<file path="src/rtl/lapd_defs.svh">
/*
  Control-field codes, register map and reset values for the link control block.
  Assumes inclusion by bare name from the package and the testbench.
*/
`ifndef LAPD_DEFS_SVH
`define LAPD_DEFS_SVH

`define CF_RR 8'h01
`define CF_RNR 8'h05
`define CF_REJ 8'h09
`define CF_SABME 8'h6F
`define CF_DM 8'h0F
`define CF_UI 8'h03
`define CF_DISC 8'h43
`define CF_UA 8'h63
`define CF_FRMR 8'h87
`define CF_XID 8'hAF
`define CF_PF_MASK 8'hEF
`define PF_BIT 4
`define PF_SET 8'h10

`define REG_CTRL 8'h00
`define REG_WINDOW 8'h04
`define REG_STATUS 8'h08
`define REG_VARS 8'h0C
`define REG_EVENTS 8'h10

`define CTRL_SABME 0
`define CTRL_DISC 1
`define CTRL_IFRAME 2
`define CTRL_UI 3
`define CTRL_BUSY 4
`define WINDOW_RESET 7'h07
`define EVT_WIDTH 6

`endif

</file>
<file path="src/rtl/lapd_pkg.sv">
/*
  Types shared by the link control block.
  Assumes the constants header sits beside it.
*/
package lapd_pkg;
  `include "lapd_defs.svh"

  typedef logic [6:0] seq_t;

  typedef enum logic [1:0] {
    LINK_DOWN = 2'b00,
    LINK_SETUP = 2'b01,
    LINK_UP = 2'b11,
    LINK_RELEASE = 2'b10
  } link_mode_t;

  typedef enum logic [2:0] {
    TX_NONE, TX_UA, TX_REJ, TX_ACK, TX_SABME, TX_DISC, TX_IFRAME, TX_UI
  } tx_kind_t;
endpackage

</file>
<file path="src/rtl/lapd_frame_control.sv">
/*
  Control-field engine of a modulo 128 data link entity: classifies received
  control fields, keeps V(S), V(A), V(R), the link mode and exception conditions,
  and queues one outgoing control field at a time.
  Assumes framing, address, FCS and info fields are handled outside; rx inputs
  come from logic on ref_clk and rxValid is a one-cycle pulse per frame.
*/
`timescale 1ns/1ns
module lapd_frame_control import lapd_pkg::*; (
  input wire logic ref_clk,
  input wire logic rst,
  input wire logic [7:0] avsAddress,
  input wire logic avsRead,
  input wire logic avsWrite,
  input wire logic [31:0] avsWriteData,
  output logic [31:0] avsReadData,
  output logic avsWaitRequest,
  input wire logic rxValid,
  input wire logic [7:0] rxOctet4,
  input wire logic [7:0] rxOctet5,
  input wire logic rxCommand,
  input wire logic rxHasInfo,
  input wire logic rxAppKnown,
  input wire logic rxErrorFree,
  output logic txValid,
  output logic [7:0] txOctet4,
  output logic [7:0] txOctet5,
  output logic txTwoOctet,
  output logic txCommand,
  input wire logic txReady,
  output logic iDeliver
);

  seq_t vs;
  seq_t va;
  seq_t vr;
  seq_t rejNr;
  seq_t kWin;
  link_mode_t mode;
  logic peerBusy, rejCond, busyRep, ownBusy;
  logic uaPend, uaF, ackPend, ackF, rejPend;
  logic sabmeReq, discReq, iReq, uiReq;
  logic [`EVT_WIDTH-1:0] evt;
  tx_kind_t nextKind;

  // Receive decode
  logic go, up, isI, isS, uKnown, undef, pf, nrOk;
  logic sSabme, sDisc, uUa, uDm, uUi, uXid, uFrmr;
  logic iAccept, iOutSeq, sValid, nrBad;
  logic [7:0] uKey;
  seq_t nr, ns, nrOff, outOff;
  logic busWr, wrCtrl, canLoad;

  assign go = rxValid & rxAppKnown;
  assign up = (mode == LINK_UP);
  assign uKey = rxOctet4 & `CF_PF_MASK;
  assign pf = rxOctet4[`PF_BIT];
  assign nr = rxOctet5[7:1];
  assign ns = rxOctet4[7:1];
  assign isI = ~rxOctet4[0];
  assign isS = (rxOctet4 == `CF_RR) | (rxOctet4 == `CF_RNR) | (rxOctet4 == `CF_REJ);
  assign sSabme = (uKey == `CF_SABME) & rxCommand & ~rxHasInfo;
  assign sDisc = (uKey == `CF_DISC) & rxCommand & ~rxHasInfo;
  assign uUa = (uKey == `CF_UA) & ~rxCommand;
  assign uDm = (uKey == `CF_DM) & ~rxCommand;
  assign uUi = (uKey == `CF_UI) & rxCommand;
  assign uXid = (uKey == `CF_XID);
  assign uFrmr = (uKey == `CF_FRMR) & ~rxCommand;
  assign uKnown = sSabme | sDisc | uUa | uDm | uUi | uXid | uFrmr;
  assign undef = go & ~isI & ~isS & ~uKnown;
  assign nrOff = nr - va;
  assign outOff = vs - va;
  assign nrOk = (nrOff <= outOff);
  // numbered frames only count while the link is up
  assign sValid = go & up & (isI | isS) & nrOk;
  assign nrBad = go & up & (isI | isS) & ~nrOk;
  assign iAccept = sValid & isI & rxErrorFree & (ns == vr) & ~ownBusy;
  assign iOutSeq = sValid & isI & rxErrorFree & (ns != vr);

  assign busWr = avsWrite & ~avsWaitRequest;
  assign wrCtrl = busWr & (avsAddress == `REG_CTRL);
  // Transmit loads never coincide with a received frame, so the two never fight
  assign canLoad = (~txValid | txReady) & ~rxValid;

  // Register bus: one wait cycle, then the request completes
  always_ff @(posedge ref_clk or posedge rst) begin
    if (rst) begin
      avsWaitRequest <= 1'b1;
      avsReadData <= 32'h0000_0000;
    end else begin
      avsWaitRequest <= ~(avsWaitRequest & (avsRead | avsWrite));
      if (avsWaitRequest & avsRead) begin
        unique case (avsAddress)
          `REG_CTRL: avsReadData <= {27'h0, ownBusy, uiReq, iReq, discReq, sabmeReq};
          `REG_WINDOW: avsReadData <= {25'h0, kWin};
          `REG_STATUS: avsReadData <= {26'h0, txValid, busyRep, rejCond, peerBusy, mode};
          `REG_VARS: avsReadData <= {9'h0, vr, 1'b0, va, 1'b0, vs};
          `REG_EVENTS: avsReadData <= {26'h0, evt};
          default: avsReadData <= 32'h0000_0000;
        endcase
      end
    end
  end

  // Software configuration
  always_ff @(posedge ref_clk or posedge rst) begin
    if (rst) begin
      ownBusy <= 1'b0;
      kWin <= `WINDOW_RESET;
    end else begin
      if (wrCtrl) begin
        ownBusy <= avsWriteData[`CTRL_BUSY];
      end
      if (busWr & (avsAddress == `REG_WINDOW)) begin
        kWin <= avsWriteData[6:0];
      end
    end
  end

  // Transmit priority
  always_comb begin
    nextKind = TX_NONE;
    if (uaPend) begin
      nextKind = TX_UA;
    end else if (rejPend) begin
      nextKind = TX_REJ;
    end else if (ackPend) begin
      nextKind = TX_ACK;
    end else if (sabmeReq & (mode != LINK_RELEASE)) begin
      nextKind = TX_SABME;
    end else if (discReq & up) begin
      nextKind = TX_DISC;
    end else if (iReq & up & ~peerBusy & (outOff < kWin)) begin
      nextKind = TX_IFRAME;
    end else if (uiReq) begin
      nextKind = TX_UI;
    end
  end

  // Sequence state variables
  always_ff @(posedge ref_clk or posedge rst) begin
    if (rst) begin
      vs <= 7'h00;
      va <= 7'h00;
      vr <= 7'h00;
    end else if (go) begin
      if (sSabme | (uUa & (mode == LINK_SETUP))) begin
        vs <= 7'h00;
        va <= 7'h00;
        vr <= 7'h00;
      end else if (sDisc) begin
        va <= vs;
      end else if (sValid) begin
        va <= nr;
        if (rxOctet4 == `CF_REJ) begin
          vs <= nr;
        end
        if (iAccept) begin
          vr <= vr + 7'h01;
        end
      end
    end else if (canLoad & (nextKind == TX_IFRAME)) begin
      vs <= vs + 7'h01;
    end else if (canLoad & (nextKind == TX_DISC)) begin
      va <= vs;
    end
  end

  // Link mode
  always_ff @(posedge ref_clk or posedge rst) begin
    if (rst) begin
      mode <= LINK_DOWN;
    end else if (go) begin
      if (sSabme) begin
        mode <= LINK_UP;
      end else if (sDisc) begin
        mode <= LINK_DOWN;
      end else if (mode == LINK_SETUP & (uUa | uDm)) begin
        mode <= uUa ? LINK_UP : LINK_DOWN;
      end else if (mode == LINK_RELEASE & (uUa | uDm)) begin
        // release ends on UA or DM
        mode <= LINK_DOWN;
      end
    end else if (canLoad & (nextKind == TX_SABME)) begin
      mode <= LINK_SETUP;
    end else if (canLoad & (nextKind == TX_DISC)) begin
      mode <= LINK_RELEASE;
    end
  end

  // Exception conditions
  always_ff @(posedge ref_clk or posedge rst) begin
    if (rst) begin
      peerBusy <= 1'b0;
      rejCond <= 1'b0;
      rejNr <= 7'h00;
      busyRep <= 1'b0;
    end else if (go) begin
      if (sSabme | sDisc) begin
        peerBusy <= 1'b0;
        rejCond <= 1'b0;
      end else if (sValid & isS) begin
        peerBusy <= (rxOctet4 == `CF_RNR);
      end else if (iAccept & rejCond & (ns == rejNr)) begin
        rejCond <= 1'b0;
      end else if (iOutSeq & ~rejCond & ~ownBusy) begin
        rejCond <= 1'b1;
        rejNr <= vr;
      end
    end else if (canLoad) begin
      unique case (nextKind)
        TX_SABME: begin
          peerBusy <= 1'b0;
          rejCond <= 1'b0;
          busyRep <= 1'b0;
        end
        // REJ or UA clears reported busy
        TX_REJ, TX_UA: busyRep <= 1'b0;
        TX_ACK: busyRep <= ownBusy;
        default: busyRep <= busyRep;
      endcase
    end
  end

  // Pending transmit work
  always_ff @(posedge ref_clk or posedge rst) begin
    if (rst) begin
      uaPend <= 1'b0;
      uaF <= 1'b0;
      ackPend <= 1'b0;
      ackF <= 1'b0;
      rejPend <= 1'b0;
      sabmeReq <= 1'b0;
      discReq <= 1'b0;
      iReq <= 1'b0;
      uiReq <= 1'b0;
    end else begin
      if (go) begin
        if (sSabme | sDisc) begin
          uaPend <= 1'b1;
          uaF <= pf;
          ackPend <= 1'b0;
          rejPend <= 1'b0;
          iReq <= 1'b0;
        end else if (sValid & isS & rxCommand & rxOctet5[0]) begin
          ackPend <= 1'b1;
          ackF <= 1'b1;
        end else if (iAccept) begin
          ackPend <= 1'b1;
          ackF <= rxOctet5[0];
          // no REJ once the gap is filled
          rejPend <= rejPend & ~(rejCond & (ns == rejNr));
        end else if (iOutSeq & ~rejCond & ~ownBusy) begin
          rejPend <= 1'b1;
        end
      end else if (canLoad) begin
        unique case (nextKind)
          TX_UA: uaPend <= 1'b0;
          TX_REJ: rejPend <= 1'b0;
          TX_ACK: ackPend <= 1'b0;
          TX_SABME: sabmeReq <= 1'b0;
          TX_DISC: discReq <= 1'b0;
          TX_IFRAME: begin
            iReq <= 1'b0;
            ackPend <= ackPend & ackF;
          end
          TX_UI: uiReq <= 1'b0;
          default: uaPend <= uaPend;
        endcase
      end
      if (wrCtrl) begin
        if (avsWriteData[`CTRL_SABME]) sabmeReq <= 1'b1;
        if (avsWriteData[`CTRL_DISC]) discReq <= 1'b1;
        if (avsWriteData[`CTRL_IFRAME]) iReq <= 1'b1;
        if (avsWriteData[`CTRL_UI]) uiReq <= 1'b1;
      end
    end
  end

  // Outgoing control field
  always_ff @(posedge ref_clk or posedge rst) begin
    if (rst) begin
      txValid <= 1'b0;
      txOctet4 <= 8'h00;
      txOctet5 <= 8'h00;
      txTwoOctet <= 1'b0;
      txCommand <= 1'b0;
    end else if (canLoad) begin
      txValid <= (nextKind != TX_NONE);
      txTwoOctet <= 1'b0;
      txOctet5 <= 8'h00;
      unique case (nextKind)
        TX_UA: begin
          txOctet4 <= `CF_UA | (uaF ? `PF_SET : 8'h00);
          txCommand <= 1'b0;
        end
        TX_REJ: begin
          txOctet4 <= `CF_REJ;
          txOctet5 <= {vr, 1'b0};
          txTwoOctet <= 1'b1;
          txCommand <= 1'b0;
        end
        TX_ACK: begin
          txOctet4 <= ownBusy ? `CF_RNR : `CF_RR;
          txOctet5 <= {vr, ackF};
          txTwoOctet <= 1'b1;
          txCommand <= 1'b0;
        end
        TX_SABME: begin
          txOctet4 <= `CF_SABME | `PF_SET;
          txCommand <= 1'b1;
        end
        TX_DISC: begin
          txOctet4 <= `CF_DISC | `PF_SET;
          txCommand <= 1'b1;
        end
        TX_IFRAME: begin
          txOctet4 <= {vs, 1'b0};
          txOctet5 <= {vr, 1'b0};
          txTwoOctet <= 1'b1;
          txCommand <= 1'b1;
        end
        TX_UI: begin
          txOctet4 <= `CF_UI;
          txCommand <= 1'b1;
        end
        default: begin
          txOctet4 <= 8'h00;
          txCommand <= 1'b0;
        end
      endcase
    end
  end

  // Sticky events, write one to clear; a new event wins over its clear
  always_ff @(posedge ref_clk or posedge rst) begin
    if (rst) begin
      evt <= '0;
      iDeliver <= 1'b0;
    end else begin
      evt <= (evt & ~((busWr & (avsAddress == `REG_EVENTS)) ?
             avsWriteData[`EVT_WIDTH-1:0] : {`EVT_WIDTH{1'b0}}))
             | {iAccept, go & uFrmr, go & uXid, go & uUi, nrBad, undef};
      iDeliver <= iAccept;
    end
  end

  sabme_reset_a:
    assert property (@(posedge ref_clk) disable iff (rst)
      go & sSabme |=> vs == 7'h00 && va == 7'h00 && vr == 7'h00 && mode == LINK_UP)
    else $error("SABME did not zero variables");
  ua_first_a:
    assert property (@(posedge ref_clk) disable iff (rst)
      uaPend & canLoad |=> txValid && (txOctet4 & `CF_PF_MASK) == `CF_UA)
    else $error("UA not sent first");
  ui_stable_a:
    assert property (@(posedge ref_clk) disable iff (rst)
      go & uUi |=> vs == $past(vs) && va == $past(va) && vr == $past(vr))
    else $error("UI changed a variable");
  drop_app_a:
    assert property (@(posedge ref_clk) disable iff (rst)
      rxValid & ~rxAppKnown |=> $stable(mode) && vr == $past(vr) && va == $past(va))
    else $error("Dropped frame changed state");
  undef_flag_a:
    assert property (@(posedge ref_clk) disable iff (rst)
      undef |=> evt[0])
    else $error("Undefined field not flagged");
  rej_clear_a:
    assert property (@(posedge ref_clk) disable iff (rst)
      iAccept & rejCond & (ns == rejNr) |=> ~rejCond ##1 ~rejPend || rejCond)
    else $error("REJ condition kept");
  vs_step_a:
    assert property (@(posedge ref_clk) disable iff (rst)
      canLoad & (nextKind == TX_IFRAME) |=> vs == $past(vs) + 7'h01 && txOctet4[7:1] == $past(vs))
    else $error("V(S) did not step");
  disc_hold_a:
    assert property (@(posedge ref_clk) disable iff (rst)
      mode == LINK_RELEASE && !(go && (uUa || uDm || sSabme || sDisc)) |=> mode == LINK_RELEASE)
    else $error("Release ended early");
  va_update_a:
    assert property (@(posedge ref_clk) disable iff (rst)
      sValid & ~iAccept & ~(isS & rxOctet4 == `CF_REJ) |=> va == $past(nr))
    else $error("V(A) not updated");
  vr_step_a:
    assert property (@(posedge ref_clk) disable iff (rst)
      iAccept |=> vr == $past(vr) + 7'h01 && iDeliver)
    else $error("V(R) did not step");
  sabme_clear_a:
    assert property (@(posedge ref_clk) disable iff (rst)
      canLoad & (nextKind == TX_SABME) |=> ~rejCond && ~busyRep && ~peerBusy)
    else $error("SABME kept exceptions");
  rej_busy_a:
    assert property (@(posedge ref_clk) disable iff (rst)
      canLoad & (nextKind == TX_REJ) |=> ~busyRep && txOctet4 == `CF_REJ)
    else $error("REJ kept busy");
endmodule // lapd_frame_control

</file>
<file path="config.mk">
export PLATFORM = sky130hd
export DESIGN_NAME = lapd_frame_control
export DESIGN_NICKNAME = d
export VERILOG_FILES = /design/src/rtl/lapd_pkg.sv /design/src/rtl/lapd_frame_control.sv
export VERILOG_INCLUDE_DIRS = /design/src /design/src/rtl
export SDC_FILE = /design/constraint.sdc
export NUM_CORES = 1
export LEC_CHECK = 0
export BUFFER_PORTS_ARGS = -buffer_cell sky130_fd_sc_hd__buf_2
export CAP_MARGIN = 20
export CORE_MARGIN = 2
export CORE_UTILIZATION = 50
export CTS_CLUSTER_SIZE = 30
export DETAILED_ROUTE_END_ITERATION = 8
export HOLD_SLACK_MARGIN = 0.15
export PLACE_DENSITY_LB_ADDON = 0.3
export RECOVER_POWER = 100
export SLEW_MARGIN = 10
export SYNTH_ARGS = -nofsm -noshare
export SYNTH_HDL_FRONTEND = slang
export SYNTH_SLANG_ARGS = --single-unit
</file>
<file path="constraint.sdc">
create_clock -name ref_clk -period 6.4 [get_ports ref_clk]
set_clock_uncertainty 0.1 [all_clocks]
set_input_delay 1.28 -clock ref_clk [delete_from_list [all_inputs] [get_ports ref_clk]]
set_output_delay 1.28 -clock ref_clk [all_outputs]
set_load 0.02 [all_outputs]
</file>
; Yosys cells after proc, flatten, opt, wreduce, memory -nomap -nowiden
; Cells that the tools add are included.
[op_classes]
add_sub_neg = 4
bitwise = 86
eq_ne = 42
reduce_logical = 31
n_mux = 89
magnitude_cmp = 2
[op_table]
columns = cell, n
row1 = $pmux 23 s5, 1
row2 = $mux 7, 16
row3 = $pmux 8 s7, 1
row4 = $and 1x1->1, 52
row5 = $mux 1, 50
row6 = $eq 8x4->1 const B, 3
row7 = $mux 3, 8
row8 = $eq 7x6->1 const B, 3
row9 = $reduce_bool 2->1, 10
row10 = $not 1->1, 18
row11 = $reduce_and 3->1, 6
row12 = $eq 8x3->1 const B, 2
row13 = $mux 2, 8
row14 = $ne 4x1->1 const B, 4
row15 = $pmux 8 s2, 1
row16 = $reduce_and 4->1, 4
row17 = $add 7x1->7 const B, 2
row18 = $eq 7x7->1, 2
row19 = $eq 7x7->1 const B, 2
row20 = $sub 7x7->7, 2
row21 = $or 1x1->1, 13
row22 = $eq 3x3->1 const B, 4
row23 = $ne 3x1->1 const B, 3
row24 = $reduce_bool 3->1, 3
row25 = 28 further kinds, 36
[word_totals]
inputBits = 66
regBits = 109
wordCells = 282
out_inout_bits = 53

; Depth between registers and ports, before layout
[depth]
depth_word = 16
depth_mapped = 18
depth_no_buf = 17

; Worst setup path after synthesis
; OpenSTA, ideal clock, no wires.
[synth_path]
path_type = in2reg
startpoint = input rxOctet5[1]
endpoint = register vs[1]
slack_ps = 1931
setup_ps = 125
stages = 16
t_arrival_ps = 4243
path_buffers = 1
required_ps = 6175
cell_sequence = inv_1 ha_1 fa_1 nor2b_1 o31a_1 a21oi_1 ha_1 nand4_1 o22a_1 a31oi_1 a211oi_2 nor3_1 or3_1 clkbuf_1 and2_4 mux2_4
[synth_between]
elab_chain_len = 5
[synth_lines]
columns = item, line_no
row1 = from (decl), lapd_frame_control.sv:20  ; input wire logic [7:0] rxOctet5,
row2 = $sub 7x7->7, lapd_frame_control.sv:71  ; assign nrOff = nr - va;
row3 = $le 7x7->1, lapd_frame_control.sv:73  ; assign nrOk = (nrOff <= outOff);
row4 = $and 1x1->1, lapd_frame_control.sv:75  ; assign sValid = go & up & (isI | isS) & nrOk;
row5 = $ne 3x1->1 (no source line), n/a
row6 = $reduce_and 4->1 (no source line), n/a
row7 = to (signal assigned), lapd_frame_control.sv:156  ; vs <= nr;
row8 = to (signal assigned), lapd_frame_control.sv:163  ; vs <= vs + 7'h01;
row9 = to (decl), lapd_frame_control.sv:34  ; seq_t vs;
; Every way passes these cells.
; A chain may end at the register's enable or synchronous reset.

; Final worst setup path
[layout_path]
startpoint = register vs[0]
endpoint = register vs[1]
[layout_between]
elab_chain_len = 13
elab_cells_between_ends = 19
cone_classes = add/sub: 2 / order compare: 2 / eq/ne: 2 / mux: 8 / bitwise: 3 / reduce/logical: 2
[layout_lines]
columns = item, line_no
row1 = $sub 7x7->7, lapd_frame_control.sv:72  ; assign outOff = vs - va;
row2 = $lt 7x7->1, lapd_frame_control.sv:133  ; end else if (iReq & up & ~peerBusy & (outOff < kWin)) begin
row3 = $and 1x1->1, lapd_frame_control.sv:133
row4 = $mux 3, lapd_frame_control.sv:133
row5 = $mux 3, lapd_frame_control.sv:131  ; end else if (discReq & up) begin
row6 = $mux 3, lapd_frame_control.sv:129  ; end else if (sabmeReq & (mode != LINK_RELEASE)) begin
row7 = $mux 3, lapd_frame_control.sv:127  ; end else if (ackPend) begin
row8 = $mux 3, lapd_frame_control.sv:125  ; end else if (rejPend) begin
row9 = $mux 3, lapd_frame_control.sv:123  ; if (uaPend) begin
row10 = $eq 3x3->1, lapd_frame_control.sv:162  ; end else if (canLoad & (nextKind == TX_IFRAME)) begin
row11 = $and 1x1->1, lapd_frame_control.sv:162
row12 = $reduce_bool 2->1 (no source line), n/a
row13 = $reduce_and 4->1 (no source line), n/a
; Parallel ways exist; a longest one is shown, timed or not. The select of a mux whose other input is x is not followed.

==> out/qor.yml <==
peakVddDrop_mv: 0.150
initial_core_util_pct: 51.8
hold_path_depth: 2
setup_violations: 0
postCtsSetupBuffers: 0
die_w_um: 113
crit_chain: "inv_1 -> ha_1 -> inv_1 -> fa_1 -> a21o_1 -> a21oi_1 -> xor2_1 -> inv_1 -> ha_1 -> nand2_1 -> o31a_1 -> maj3_1 -> maj3_1 -> a221oi_1 -> o41ai_1 -> and2_4 -> mux2_1"
pwr-share-comb_pct: 40.4
avgSynthCellArea_um2: 9.24
worst_ep_arrival_time_ps: 5540
drc_errors: 2
die_area_mm2: 0.0128
critPathLaunchType: "flip-flop"
post_cts_resized: 0
cts_tree: "yes"
p_seq_share_pct: 35.1
worst-setup-path-type: "flip-flop to flip-flop"
reg2reg_slack_ps: 990
yosysWarnings: 0
p_int_mw: 1.34
outcome: "finished, violations left"
grt_max_degree: 52
core_area_mm2: 0.0115
clk_latency_ps: 350
dr_total_vias: 5125
critical_path.max_fanout: 9
syn2layout_area_growth_pct: 10.0
netlist_area_mm2: 0.00597
worst_pin_slew_ps: 2040
portBuffers: 82
violations: "DRC, capacitance limit, slew limit"
fin_crit_ps: 5410
grt_pass1_wl_um: 25300
rsz0062_at_grt: "false"
wire_per_inst_um: 18.3
antenna_found_initial: 0
cp-end-kind: "flip-flop"
timing.rr.end: "vs[1]"
nets: 798
clock_tree.root_cell: "clkbuf_16"
antenna_cells: 0
clk_pin_slew_ps: 70
synth_edf_count: 0
ys.flop_type: "dfrtp_1"
maxSlewHeadroom_pct: -36.9
final_max_slew_viol_count: 49
ff2ff_path_depth: 17
synthCells: 646
hold_end: "evt[5]"
final_antenna_net_count: 0
power_density_mw_per_mm2: 340
cp_slowest_cell: "a221oi_1"
leakage_nw: 3.03
htreeDepth: 3
hold_path_class: "flip-flop to flip-flop"
drt-pass1-iter-count: 7
drt-vias-per-instance: 5.99
setup_tns_ps: 0
fmax_mhz: 185
yosysMostFrequentCell: "dfrtp_1"
synthDistinctLibCells: 74
synth_top_area_share_pct: 39.4
first_iter_violations: 386
routabilityCongestion: 0.912
min_from: "evt[5]"
hold_buffers: 0
path_common_cell: "inv_1"
grt_pass1_vias: 4972
max_cap_violations: 1
netSwitchingPower_uw: 891
ys_seq_area_share_pct: 41.2
dpl_cell_area_mm2: 0.00641
finalCritPeriodShare_pct: 84.6
power_frac_clock_pct: 24.5
numCtsBuffers: 9
synthTopCellsByCount: "dfrtp_1 (94), nand2_1 (82), nor2_1 (52), o21ai_0 (43), clkbuf_1 (29)"
r2r-start: "vs[0]"
drive_gt1_share_pct: 10.7
async_reset_ff_share_pct: 100
clockBufferDepth: 2
grt_usage_pct: 24.8
netSwitchingFraction_pct: 40.0
synth_area_leaders: "dfrtp_1 (39%), nand2_1 (5.2%), ha_1 (4.6%)"
ys_ff_latch: 98
io_pins: 119
row_count: 39
die_height_um: 113
worst_ep_required_time_ps: 6530
finalHoldViolCount: 0
dp_hpwl_um: 11700
cpPeakStageDelay_ps: 760
grt.overflow.total: 0
yosysTopAreaCell: "dfrtp_1"
cts.sinks: 98
finalWirelength_um: 15700
final_area_mm2: 0.00657
[cell type report]
class / count / area (um2)
fill: 1053 / 4950
multi-input combinational: 487 / 3160
sequential: 98 / 2460
timing repair buffer: 85 / 369
clock buffer: 11 / 233
tap: 143 / 179
inverter: 27 / 103
clock inverter: 5 / 62.6
[worst max-delay path: cells and delay by family (launching register included)]
family	cells	cell delay (ps)
AO/OA/AOI/OAI	5	1730
XOR/XNOR	1	270
adder cells (fa/ha/maj)	5	1710
buffers and inverters	3	320
flip-flops	1	540
multiplexers	1	300
AND/OR/NAND/NOR	2	320
[power groups by stage]
stage               Clock, mW  Combinational (mW)  Sequential (mW)
global placement            0               0.905            0.786
global route            0.587                1.01            0.788
finish                  0.546               0.900            0.783
CTS                     0.556               0.945            0.778
detailed placement          0               0.939            0.790
floorplan                   0               0.747            0.746
[registers in the layout, indices dropped and copies added, names as in the netlist, 2 cells and up]
name         cells
evt              6
vs               7
avsReadData     21
txOctet4         8
va               7
kWin             7
mode             2
txOctet5         8
rejNr            7
vr               7
[metal layers]
metal  vias to the layer above  global-route usage (%)  routed length (um)
li1                       2435                       -                   -
met1                      2469                    33.8                6990
met2                       192                    39.6                7200
met3                        29                    3.86                1010
met4                         0                    10.7                 496
met5                         -                       0                   0
[cells in the final DEF (no fill, tap or decap), drive strengths merged, types with 5 or more instances in the layout]
cell type	count
nand4	13
a31oi	11
nor2	52
nor2b	8
mux2i	13
mux2	13
nand3	17
a21o	5
ha	22
a22o	27
buf	38
a21oi	30
o21ai	43
and3	6
xor2	15
xnor2	14
or3	6
a211oi	14
and2	5
nand2b	7
nand2	82
inv	27
clkbuf	58
conb	11
nor3	10
dfrtp	94
[metrics by stage]
stage	hold slack (ps)	power [mW]	worst slack, ps	cells	util [%]
floorplan	337	1.49	1930	656	-
global placement	357	1.69	1460	839	55.6
detailed placement	362	1.73	1410	840	55.7
CTS	381	2.28	1710	856	58.2
global route	402	2.39	759	856	57.0
finish	375	2.23	988	856	57.0
[how the worst max path moves through the flow]
stage / start / to
after floorplan: rxOctet5[1] / vs[1]
after global placement: rxOctet5[1] / rejNr[5]
after detailed placement: rxOctet5[1] / rejNr[6]
after CTS: vs[0] / vs[1]
after global routing: rxOctet5[1] / rejNr[4]
final: vs[0] / vs[1]
[cells by family (layout without fill, tap and decap cells)]
kind of cell | Yosys count | after routing | share of synthesized area (%)
XOR/XNOR | 29 | 29 | 4.26
flip-flops | 98 | 98 | 41.2
multiplexers | 26 | 26 | 4.70
AO/OA/AOI/OAI | 169 | 169 | 20.4
buffers and inverters | 71 | 128 | 5.20
adder cells (fa/ha/maj) | 26 | 26 | 5.66
AND/OR/NAND/NOR | 226 | 226 | 18.5
other | 1 | 11 | 0.0628
(Power assumes the default switching activity.)
